===== src/logic/mtr_pkg.sv =====
`default_nettype none
package mtr_pkg;

  // ==========================================
  // Memory type encodings
  localparam logic [2:0] MT_UNCACHED_STRICT = 3'h0;
  localparam logic [2:0] MT_WRITE_COMBINING = 3'h1;
  localparam logic [2:0] MT_WRITE_THROUGH = 3'h4;
  localparam logic [2:0] MT_WRITE_PROTECT = 3'h5;
  localparam logic [2:0] MT_WRITE_BACK = 3'h6;
  localparam logic [2:0] MT_UNCACHED_WEAK = 3'h7;
  // Effective-only type, never stored in a slot
  localparam logic [2:0] MT_CACHE_DISABLED_TYPE = 3'h2;

  // ==========================================
  // Table layout
  localparam int SLOT_W = 8;
  localparam int SLOT_N = 8;
  localparam int TYPE_W = 3;
  localparam logic [63:0] TABLE_RESET = 64'h0007040600070406;

  // ==========================================
  // Feature report
  localparam int FEAT_BIT_POS = 16;
  localparam logic [31:0] FEAT_FN_BASIC = 32'h00000001;
  localparam logic [31:0] FEAT_FN_EXT = 32'h80000001;

  // ==========================================
  // Entry levels and bit positions
  typedef enum logic [1:0] {
    MTR_LVL_LEAF = 2'h0,
    MTR_LVL_LARGE = 2'h1,
    MTR_LVL_UPPER = 2'h2
  } mtr_level_t;
  localparam int LEAF_ATTR_POS = 7;
  localparam int LARGE_ATTR_POS = 12;
  localparam int CACHE_OFF_POS = 4;
  localparam int WRITE_THRU_POS = 3;

  // ==========================================
  // Slot encoding legal?
  function automatic logic mtr_type_ok(input logic [7:0] s);
    mtr_type_ok = (s[7:3] == 5'h00) && (s[2:1] != 2'h1);
  endfunction : mtr_type_ok

endpackage : mtr_pkg
`default_nettype wire


===== src/logic/mtr_resolver.sv =====
// Operation
// - Feature result bit 16 set for query functions 1 and 80000001h.
// - Attribute table always active; no disable control exists.
// - Reset slots with attribute bit clear match legacy two-bit typing.
// - Every translated access indexes one of eight slots by three bits.
// - Chosen slot type applies to the physical access.
// - Attribute, cache-off and write-thru bits captured from the used entry.
// - Weak uncached slot yields write-combining under write-combining range.
// - Attribute bit taken only from leaf or large-page entries.
// - Upper-level entries index only slots 0 to 3.
// - Upper-level resolved type governs fetch of next table level.
// - Range registers disabled means uncached range type.
// - Merge for uncached, weak uncached and write-combining slots.
// - Merge for write-protect, write-through and write-back slots.
// - No cross-processor consistency checking; software keeps tables equal.
// - Slot encodings 0,1,4,5,6,7; weak uncached overridable only.
// - Index is attribute, cache-off, write-thru; resets WB,WT,UC-,UC twice.
// - Unsupported encoding or reserved bits in a write raise a fault.
`timescale 1ns/10ps
`default_nettype none
module mtr_resolver
  import mtr_pkg::*;
(
  input wire logic clk, // Core clock
  input wire logic nrst, // Sync reset, active low
  input wire logic tbl_wr, // Table write strobe
  input wire logic [63:0] tbl_wdata, // Table write value
  output logic [63:0] tbl_rdata, // Table contents
  output logic fault_gp, // general_protection_fault pulse
  input wire logic query_valid, // feature_query_instr issued
  input wire logic [31:0] query_fn, // Query function
  output logic [31:0] feature_result_reg, // Query answer
  input wire logic xlat_valid, // Entry presented
  input wire logic [63:0] entry, // Table entry in use
  input wire mtr_level_t entry_level, // Which kind of entry
  input wire logic [2:0] range_type_register, // Range type
  input wire logic range_enable, // Range registers enabled
  output logic res_valid, // Result valid pulse
  output logic [2:0] res_slot, // Chosen slot index
  output logic [2:0] res_eff_type, // Effective type
  output logic res_for_walk // Result governs next-level fetch
);

  // ==========================================
  // Attribute lookup table
  logic [63:0] attribute_lookup_table;
  logic [63:0] next_table;
  logic next_fault;
  logic bad_write;

  always_comb
  begin
    bad_write = 1'b0;
    for (int i = 0; i < SLOT_N; i++)
      if (!mtr_type_ok(tbl_wdata[i*SLOT_W +: SLOT_W]))
        bad_write = 1'b1;
    next_table = attribute_lookup_table;
    next_fault = 1'b0;
    if (tbl_wr)
    begin
      if (bad_write)
        next_fault = 1'b1;
      else
        next_table = tbl_wdata;
    end
    if (!nrst)
    begin
      next_table = TABLE_RESET;
      next_fault = 1'b0;
    end
  end

  // No enable bit exists: lookup always uses the table
  // No cross-core consistency
  always_ff @(posedge clk)
  begin
    attribute_lookup_table <= next_table;
    fault_gp <= next_fault;
  end

  assign tbl_rdata = attribute_lookup_table;

  // ==========================================
  // Feature query
  logic [31:0] next_feat;

  always_comb
  begin
    next_feat = feature_result_reg;
    if (query_valid)
    begin
      next_feat = 32'h00000000;
      if (query_fn == FEAT_FN_BASIC || query_fn == FEAT_FN_EXT)
        next_feat[FEAT_BIT_POS] = 1'b1;
    end
    if (!nrst)
      next_feat = 32'h00000000;
  end

  always_ff @(posedge clk)
  begin
    feature_result_reg <= next_feat;
  end

  // ==========================================
  // Index formation
  logic attr_bit;
  logic page_cache_off_bit;
  logic page_write_thru_bit;
  logic [2:0] slot_idx;
  logic [2:0] slot_type;
  logic [2:0] range_eff;
  logic [2:0] merged;

  always_comb
  begin
    page_cache_off_bit = entry[CACHE_OFF_POS];
    page_write_thru_bit = entry[WRITE_THRU_POS];
    unique case (entry_level)
      MTR_LVL_LEAF: attr_bit = entry[LEAF_ATTR_POS];
      MTR_LVL_LARGE: attr_bit = entry[LARGE_ATTR_POS];
      default: attr_bit = 1'b0;
    endcase
    slot_idx = {attr_bit, page_cache_off_bit, page_write_thru_bit};
    slot_type = attribute_lookup_table[slot_idx*SLOT_W +: TYPE_W];
    range_eff = range_enable ? range_type_register
                             : MT_UNCACHED_STRICT;
  end

  mtr_combine u_combine (
    .slot_type(slot_type),
    .range_type(range_eff),
    .eff_type(merged)
  );

  // ==========================================
  // Result registers
  logic next_valid;
  logic [2:0] next_slot;
  logic [2:0] next_eff;
  logic next_walk;

  always_comb
  begin
    next_valid = xlat_valid;
    next_slot = res_slot;
    next_eff = res_eff_type;
    next_walk = res_for_walk;
    if (xlat_valid)
    begin
      next_slot = slot_idx;
      next_eff = merged;
      next_walk = (entry_level == MTR_LVL_UPPER);
    end
    if (!nrst)
    begin
      next_valid = 1'b0;
      next_slot = 3'h0;
      next_eff = MT_UNCACHED_STRICT;
      next_walk = 1'b0;
    end
  end

  always_ff @(posedge clk)
  begin
    res_valid <= next_valid;
    res_slot <= next_slot;
    res_eff_type <= next_eff;
    res_for_walk <= next_walk;
  end

  // ==========================================
  // Checks
  logic stored_ok;

  always_comb
  begin
    stored_ok = 1'b1;
    for (int i = 0; i < SLOT_N; i++)
      if (!mtr_type_ok(attribute_lookup_table[i*SLOT_W +: SLOT_W]))
        stored_ok = 1'b0;
  end

  a_reset_table: assert property (
    @(posedge clk)
    !nrst |=> tbl_rdata == TABLE_RESET && !res_valid && !fault_gp)
    else $error("reset state wrong");
  a_table_legal: assert property (
    @(posedge clk) disable iff (!nrst)
    stored_ok)
    else $error("table holds illegal slot");
  a_bad_write_fault: assert property (
    @(posedge clk) disable iff (!nrst)
    tbl_wr && bad_write |=> fault_gp && $stable(attribute_lookup_table))
    else $error("bad table write not faulted");
  a_fault_only_bad: assert property (
    @(posedge clk) disable iff (!nrst)
    !(tbl_wr && bad_write) |=> !fault_gp)
    else $error("fault without bad write");
  a_good_write: assert property (
    @(posedge clk) disable iff (!nrst)
    tbl_wr && !bad_write |=> tbl_rdata == $past(tbl_wdata) && !fault_gp)
    else $error("good table write not stored");
  a_table_hold: assert property (
    @(posedge clk) disable iff (!nrst)
    !tbl_wr |=> $stable(attribute_lookup_table))
    else $error("table changed without write");
  a_feature_bit: assert property (
    @(posedge clk) disable iff (!nrst)
    query_valid && (query_fn == FEAT_FN_BASIC || query_fn == FEAT_FN_EXT)
    |=> feature_result_reg[FEAT_BIT_POS])
    else $error("feature bit not reported");
  a_feature_other: assert property (
    @(posedge clk) disable iff (!nrst)
    query_valid && query_fn != FEAT_FN_BASIC && query_fn != FEAT_FN_EXT
    |=> !feature_result_reg[FEAT_BIT_POS])
    else $error("feature bit set for other function");
  a_feature_hold: assert property (
    @(posedge clk) disable iff (!nrst)
    !query_valid |=> $stable(feature_result_reg))
    else $error("feature result changed unasked");
  a_valid_pulse: assert property (
    @(posedge clk) disable iff (!nrst)
    !xlat_valid |=> !res_valid)
    else $error("result valid without lookup");
  a_walk_flag: assert property (
    @(posedge clk) disable iff (!nrst)
    xlat_valid |=> res_valid && res_for_walk ==
    ($past(entry_level) == MTR_LVL_UPPER))
    else $error("walk flag wrong");
  a_leaf_index: assert property (
    @(posedge clk) disable iff (!nrst)
    xlat_valid && entry_level == MTR_LVL_LEAF
    |=> res_slot == {$past(entry[7]), $past(entry[4]), $past(entry[3])})
    else $error("leaf index wrong");
  a_large_index: assert property (
    @(posedge clk) disable iff (!nrst)
    xlat_valid && entry_level == MTR_LVL_LARGE
    |=> res_slot == {$past(entry[12]), $past(entry[4]), $past(entry[3])})
    else $error("large-page index wrong");
  a_upper_low_slot: assert property (
    @(posedge clk) disable iff (!nrst)
    xlat_valid && entry_level == MTR_LVL_UPPER |=> !res_slot[2])
    else $error("upper entry chose high slot");
  a_upper_index: assert property (
    @(posedge clk) disable iff (!nrst)
    xlat_valid && entry_level == MTR_LVL_UPPER
    |=> res_slot[1:0] == {$past(entry[4]), $past(entry[3])})
    else $error("upper index bits wrong");
  a_range_off_uc: assert property (
    @(posedge clk) disable iff (!nrst)
    xlat_valid && !range_enable && slot_type == MT_WRITE_BACK
    |=> res_eff_type == MT_UNCACHED_STRICT)
    else $error("disabled range not uncached");
  a_wc_override: assert property (
    @(posedge clk) disable iff (!nrst)
    xlat_valid && slot_type == MT_UNCACHED_WEAK && range_enable &&
    range_type_register == MT_WRITE_COMBINING
    |=> res_eff_type == MT_WRITE_COMBINING)
    else $error("weak uncached not overridden");
  a_wc_slot: assert property (
    @(posedge clk) disable iff (!nrst)
    xlat_valid && slot_type == MT_WRITE_COMBINING
    |=> res_eff_type == MT_WRITE_COMBINING)
    else $error("write-combining slot lost");
  a_uc_slot: assert property (
    @(posedge clk) disable iff (!nrst)
    xlat_valid && slot_type == MT_UNCACHED_STRICT &&
    range_eff != MT_UNCACHED_STRICT
    |=> res_eff_type == MT_CACHE_DISABLED_TYPE)
    else $error("uncached slot not cache-disabled");
  a_weak_uc_cd: assert property (
    @(posedge clk) disable iff (!nrst)
    xlat_valid && slot_type == MT_UNCACHED_WEAK &&
    range_eff != MT_UNCACHED_STRICT && range_eff != MT_WRITE_COMBINING
    |=> res_eff_type == MT_CACHE_DISABLED_TYPE)
    else $error("weak uncached slot not cache-disabled");
  a_uc_range_wins: assert property (
    @(posedge clk) disable iff (!nrst)
    xlat_valid && range_eff == MT_UNCACHED_STRICT &&
    slot_type != MT_WRITE_COMBINING
    |=> res_eff_type == MT_UNCACHED_STRICT)
    else $error("uncached range not uncached");
  a_wp_slot: assert property (
    @(posedge clk) disable iff (!nrst)
    xlat_valid && slot_type == MT_WRITE_PROTECT &&
    (range_eff == MT_WRITE_PROTECT || range_eff == MT_WRITE_BACK)
    |=> res_eff_type == MT_WRITE_PROTECT)
    else $error("write-protect slot lost");
  a_wt_slot: assert property (
    @(posedge clk) disable iff (!nrst)
    xlat_valid && slot_type == MT_WRITE_THROUGH &&
    (range_eff == MT_WRITE_THROUGH || range_eff == MT_WRITE_BACK)
    |=> res_eff_type == MT_WRITE_THROUGH)
    else $error("write-through slot lost");
  a_wb_follows: assert property (
    @(posedge clk) disable iff (!nrst)
    xlat_valid && slot_type == MT_WRITE_BACK && range_enable
    |=> res_eff_type == $past(range_type_register))
    else $error("write-back slot not range type");
  a_slot_applied: assert property (
    @(posedge clk) disable iff (!nrst)
    xlat_valid && range_eff == MT_WRITE_BACK &&
    slot_type != MT_UNCACHED_STRICT && slot_type != MT_UNCACHED_WEAK
    |=> res_eff_type == $past(slot_type))
    else $error("slot type not applied");

endmodule : mtr_resolver
`default_nettype wire


===== src/logic/mtr_combine.sv =====
`timescale 1ns/10ps
`default_nettype none
module mtr_combine
  import mtr_pkg::*;
(
  input wire logic [2:0] slot_type, // Type from chosen slot
  input wire logic [2:0] range_type, // Range register type
  output logic [2:0] eff_type // Effective type
);

  // ==========================================
  // Merge table
  always_comb
  begin
    eff_type = MT_CACHE_DISABLED_TYPE;
    unique case (slot_type)
      MT_UNCACHED_STRICT:
        eff_type = (range_type == MT_UNCACHED_STRICT) ?
          MT_UNCACHED_STRICT : MT_CACHE_DISABLED_TYPE;
      MT_UNCACHED_WEAK:
      begin
        if (range_type == MT_UNCACHED_STRICT)
          eff_type = MT_UNCACHED_STRICT;
        else if (range_type == MT_WRITE_COMBINING)
          eff_type = MT_WRITE_COMBINING;
        else
          eff_type = MT_CACHE_DISABLED_TYPE;
      end
      MT_WRITE_COMBINING:
        eff_type = MT_WRITE_COMBINING;
      MT_WRITE_PROTECT:
      begin
        if (range_type == MT_UNCACHED_STRICT)
          eff_type = MT_UNCACHED_STRICT;
        else if (range_type == MT_WRITE_PROTECT ||
                 range_type == MT_WRITE_BACK)
          eff_type = MT_WRITE_PROTECT;
        else
          eff_type = MT_CACHE_DISABLED_TYPE;
      end
      MT_WRITE_THROUGH:
      begin
        if (range_type == MT_UNCACHED_STRICT)
          eff_type = MT_UNCACHED_STRICT;
        else if (range_type == MT_WRITE_THROUGH ||
                 range_type == MT_WRITE_BACK)
          eff_type = MT_WRITE_THROUGH;
        else
          eff_type = MT_CACHE_DISABLED_TYPE;
      end
      MT_WRITE_BACK:
        eff_type = range_type;
      default:
        eff_type = MT_CACHE_DISABLED_TYPE;
    endcase
  end

endmodule : mtr_combine
`default_nettype wire


===== config.mk =====
export PLATFORM = sky130hd
export DESIGN_NAME = mtr_resolver
export DESIGN_NICKNAME = d
export VERILOG_FILES = /design/src/logic/mtr_pkg.sv /design/src/logic/mtr_resolver.sv /design/src/logic/mtr_combine.sv
export SDC_FILE = /design/constraint.sdc
export NUM_CORES = 1
export LEC_CHECK = 0
export ABC_AREA = 1
export BUFFER_PORTS_ARGS = -buffer_cell sky130_fd_sc_hd__buf_4
export CORE_MARGIN = 2
export CORE_UTILIZATION = 30
export DETAILED_ROUTE_END_ITERATION = 8
export MAX_ROUTING_LAYER = met4
export PLACE_DENSITY_LB_ADDON = 0.25
export SLEW_MARGIN = 20
export SYNTH_ARGS = -nofsm -noshare
export SYNTH_HDL_FRONTEND = slang
export SYNTH_HIERARCHICAL = 1
export SYNTH_SLANG_ARGS = --single-unit

===== constraint.sdc =====
create_clock -name clk -period 1.91 [get_ports clk]
set_input_delay 0.191 -clock clk [delete_from_list [all_inputs] [get_ports clk]]
set_output_delay 0.191 -clock clk [all_outputs]
set_load 0.05 [all_outputs]

==> results.toml <==
[global_route]
antenna_found_initial = 0
track_usage_pct = 16.4
grt_pass1_wl_mm = 16.3
overflow = 0
grt_pass1_vias = 3363
grt_max_degree = 65

[flow_run]
drv_cap = 0

[timing]
finalCritPeriodShare_pct = 91.4
slew_headroom_pct = 56.6
setup_slack_ns = 0.164
whs_ns = 0.124
setup_viol = 0
fin_crit_ns = 1.75
timing.final.max_slew_violations = 0
timing_hold_violations_final = 0
rsz0062_at_grt = "no"
tightest_slew_ns = 0.652
fin_worst_skew_ns = 0.00371
fmax_mhz = 573

[setup_path]
crit_chain = "nor2_1 > o32ai_2 > nand2_1 > nand2_1 > inv_1 > nor2_2 > nand4_1 > o211ai_1 > nor2_1 > nor2_1"
critPathLaunchType = "flip-flop"
cpMaxStageDelayCell = "dfxtp_1"
cp_common_cell = "nor2_1"
arrival_ns = 2.01
cp_max_fo = 5
cpPeakStageDelay_ns = 0.37
critPathKind = "flip-flop to flip-flop"
cp.required_ns = 2.17
setup.worst_path.end_class = "flip-flop"

[pwr]
power_uw = 3860
clockPowerShare_pct = 44.2
combPwrFrac_pct = 15.4
pwr-share-seq_pct = 40.4
power.density_nw_per_um2 = 737
netSwitchingPower_uw = 1050
power_leakage_uw = 0.00265
swShare_pct = 27.2
internal_power_uw = 2810
peakVddDrop_mv = 0.416

[finish]
nets = 876
largest_reg_flops = 64
final_core_util_pct = 46.1
area_growth_pct = 50.8
drive_gt1_share_pct = 31.4
diodes = 0
fin_area_um2 = 5250

[floorplanning]
io_pins = 276
die_area_um2 = 12500
coreArea_um2 = 11400
num_rows = 39
die_h_um = 112
die_w_um = 112
start_util_pct = 30.6

[cts]
clk_latency_ns = 0.32
post_cts_buffers = 0
root_buffer = "clkbuf_16"
tritoncts = "yes"
cts.sinks = 74
path_clk_slew_ns = 0.06
h-tree-depth = 3
cts_buffers = 9
clk_path_buf_depth = 2

[outcome]
outcome = "finished, final reports clean"

[synth]
syn_avg_cell_area_um2 = 6.66
syn-cell-area_um2 = 3480
ys_warn_count = 6
synth_cell_types = 21
synth_seq_cells = 74
synthCells = 522
ys_seq_area_share_pct = 42.6

[detailed_routing]
detail-route-antenna-nets = 0
routed_wl_mm = 10.3
drc = 0
first_iter_violations = 204
via_per_inst = 4.34
dr.pass1.iters = 7
vias = 3700
wl_per_cell_um = 12.1

[worst_hold_path]
hold_path.class = "input port to flip-flop"

[placement]
hpwl_mm = 7.71
gp_congestion = 0.788
dpl_cell_area_um2 = 4920
io_buffers = 183
place_ws_ns = -0.000185
==> through the flow <==
step / setup TNS, ns / instances
global route: 0 / 853
finish: 0 / 853
detailed placement: -0.000185 / 837
floorplan: 0 / 552
CTS: 0 / 853
global placement: 0 / 837
==> repair_timing <==
| action | CTS | global route |
|---|---|---|
| endpoints found under the setup margin | 0 | 3 |
| hold buffers | 0 | 0 |
| resized for setup | 0 | 5 |
| hold endpoints to repair | 0 | 0 |
==> critical path, delay by kind of cell, from the launching register on <==
family,cells,cell delay [ns]
AND/OR/NAND/NOR,7,0.80
buffers and inverters,1,0.10
flip-flops,1,0.37
AO/OA/AOI/OAI,2,0.43
==> layer usage <==
metal / GRT usage, % / vias up / part of all wire [%]
met3: 3.54 / 7 / 5.8
met4: 3.70 / 0 / 0.99
met5: - / - / 0
met1: 20.5 / 1627 / 44
met2: 27.3 / 142 / 49
li1: - / 1924 / -
==> final cells by class <==
type / instances / area (µm²)
flip-flops and latches: 74 / 1480
well taps: 143 / 179
multi-input cells: 364 / 1580
clock inverters: 7 / 77.6
fillers: 1197 / 6120
inverters: 58 / 218
clock buffers: 9 / 225
repair buffers: 198 / 1490
==> cell families after synthesis <==
group           synth area share [%]
other cells                    0.108
buf+inv                         15.8
flops                           42.6
compound gates                  5.61
simple gates                    35.9
==> synthesized netlist by cell type, drive strengths merged <==
master | number | area share (%)
a31oi | 2 | 0.36
o211ai | 4 | 0.86
o21ai | 19 | 2.7
inv | 58 | 6.3
o32ai | 2 | 0.50
or2 | 1 | 0.18
conb | 1 | 0.11
clkbuf | 20 | 2.2
nand2 | 123 | 13
buf | 36 | 7.4
a21oi | 8 | 1.2
nor2 | 125 | 14
dfxtp | 74 | 43
nor3 | 2 | 0.29
nand4 | 28 | 5.0
nand3 | 19 | 3.1
==> path summary, 6_finish.rpt <==
check        depth (start not counted)         endpoint           from  slack (ns)
max reg2reg                         10  res_eff_type[0]  tbl_rdata[34]        0.16
min reg2reg                          2    tbl_rdata[20]  tbl_rdata[20]        0.44
max                                 10  res_eff_type[0]  tbl_rdata[34]        0.16
min                                  2      res_slot[0]     xlat_valid        0.12
==> power by group through the flow <==
stage               Combinational (µW)  Sequential [µW]  Clock (µW)
global placement                   581             1600           0
floorplan                          336             1640           0
detailed placement                 591             1600           0
global route                       645             1560        1830
CTS                                592             1560        1750
finish                             595             1560        1710
==> layout by cell type, fill, tap and decap left out, types with 2 or more instances in the layout <==
cell,n
a21oi_1,7
buf_4,198
clkbuf_16,9
clkinvlp_4,3
conb_1,31
dfxtp_1,73
inv_1,57
nand2_1,123
nand3_1,18
nand4_1,28
nor2_1,122
nor2_4,2
nor3_1,2
o211ai_1,4
o21ai_0,17
o21ai_1,2
Note: power is estimated with default switching activity, not from simulation.
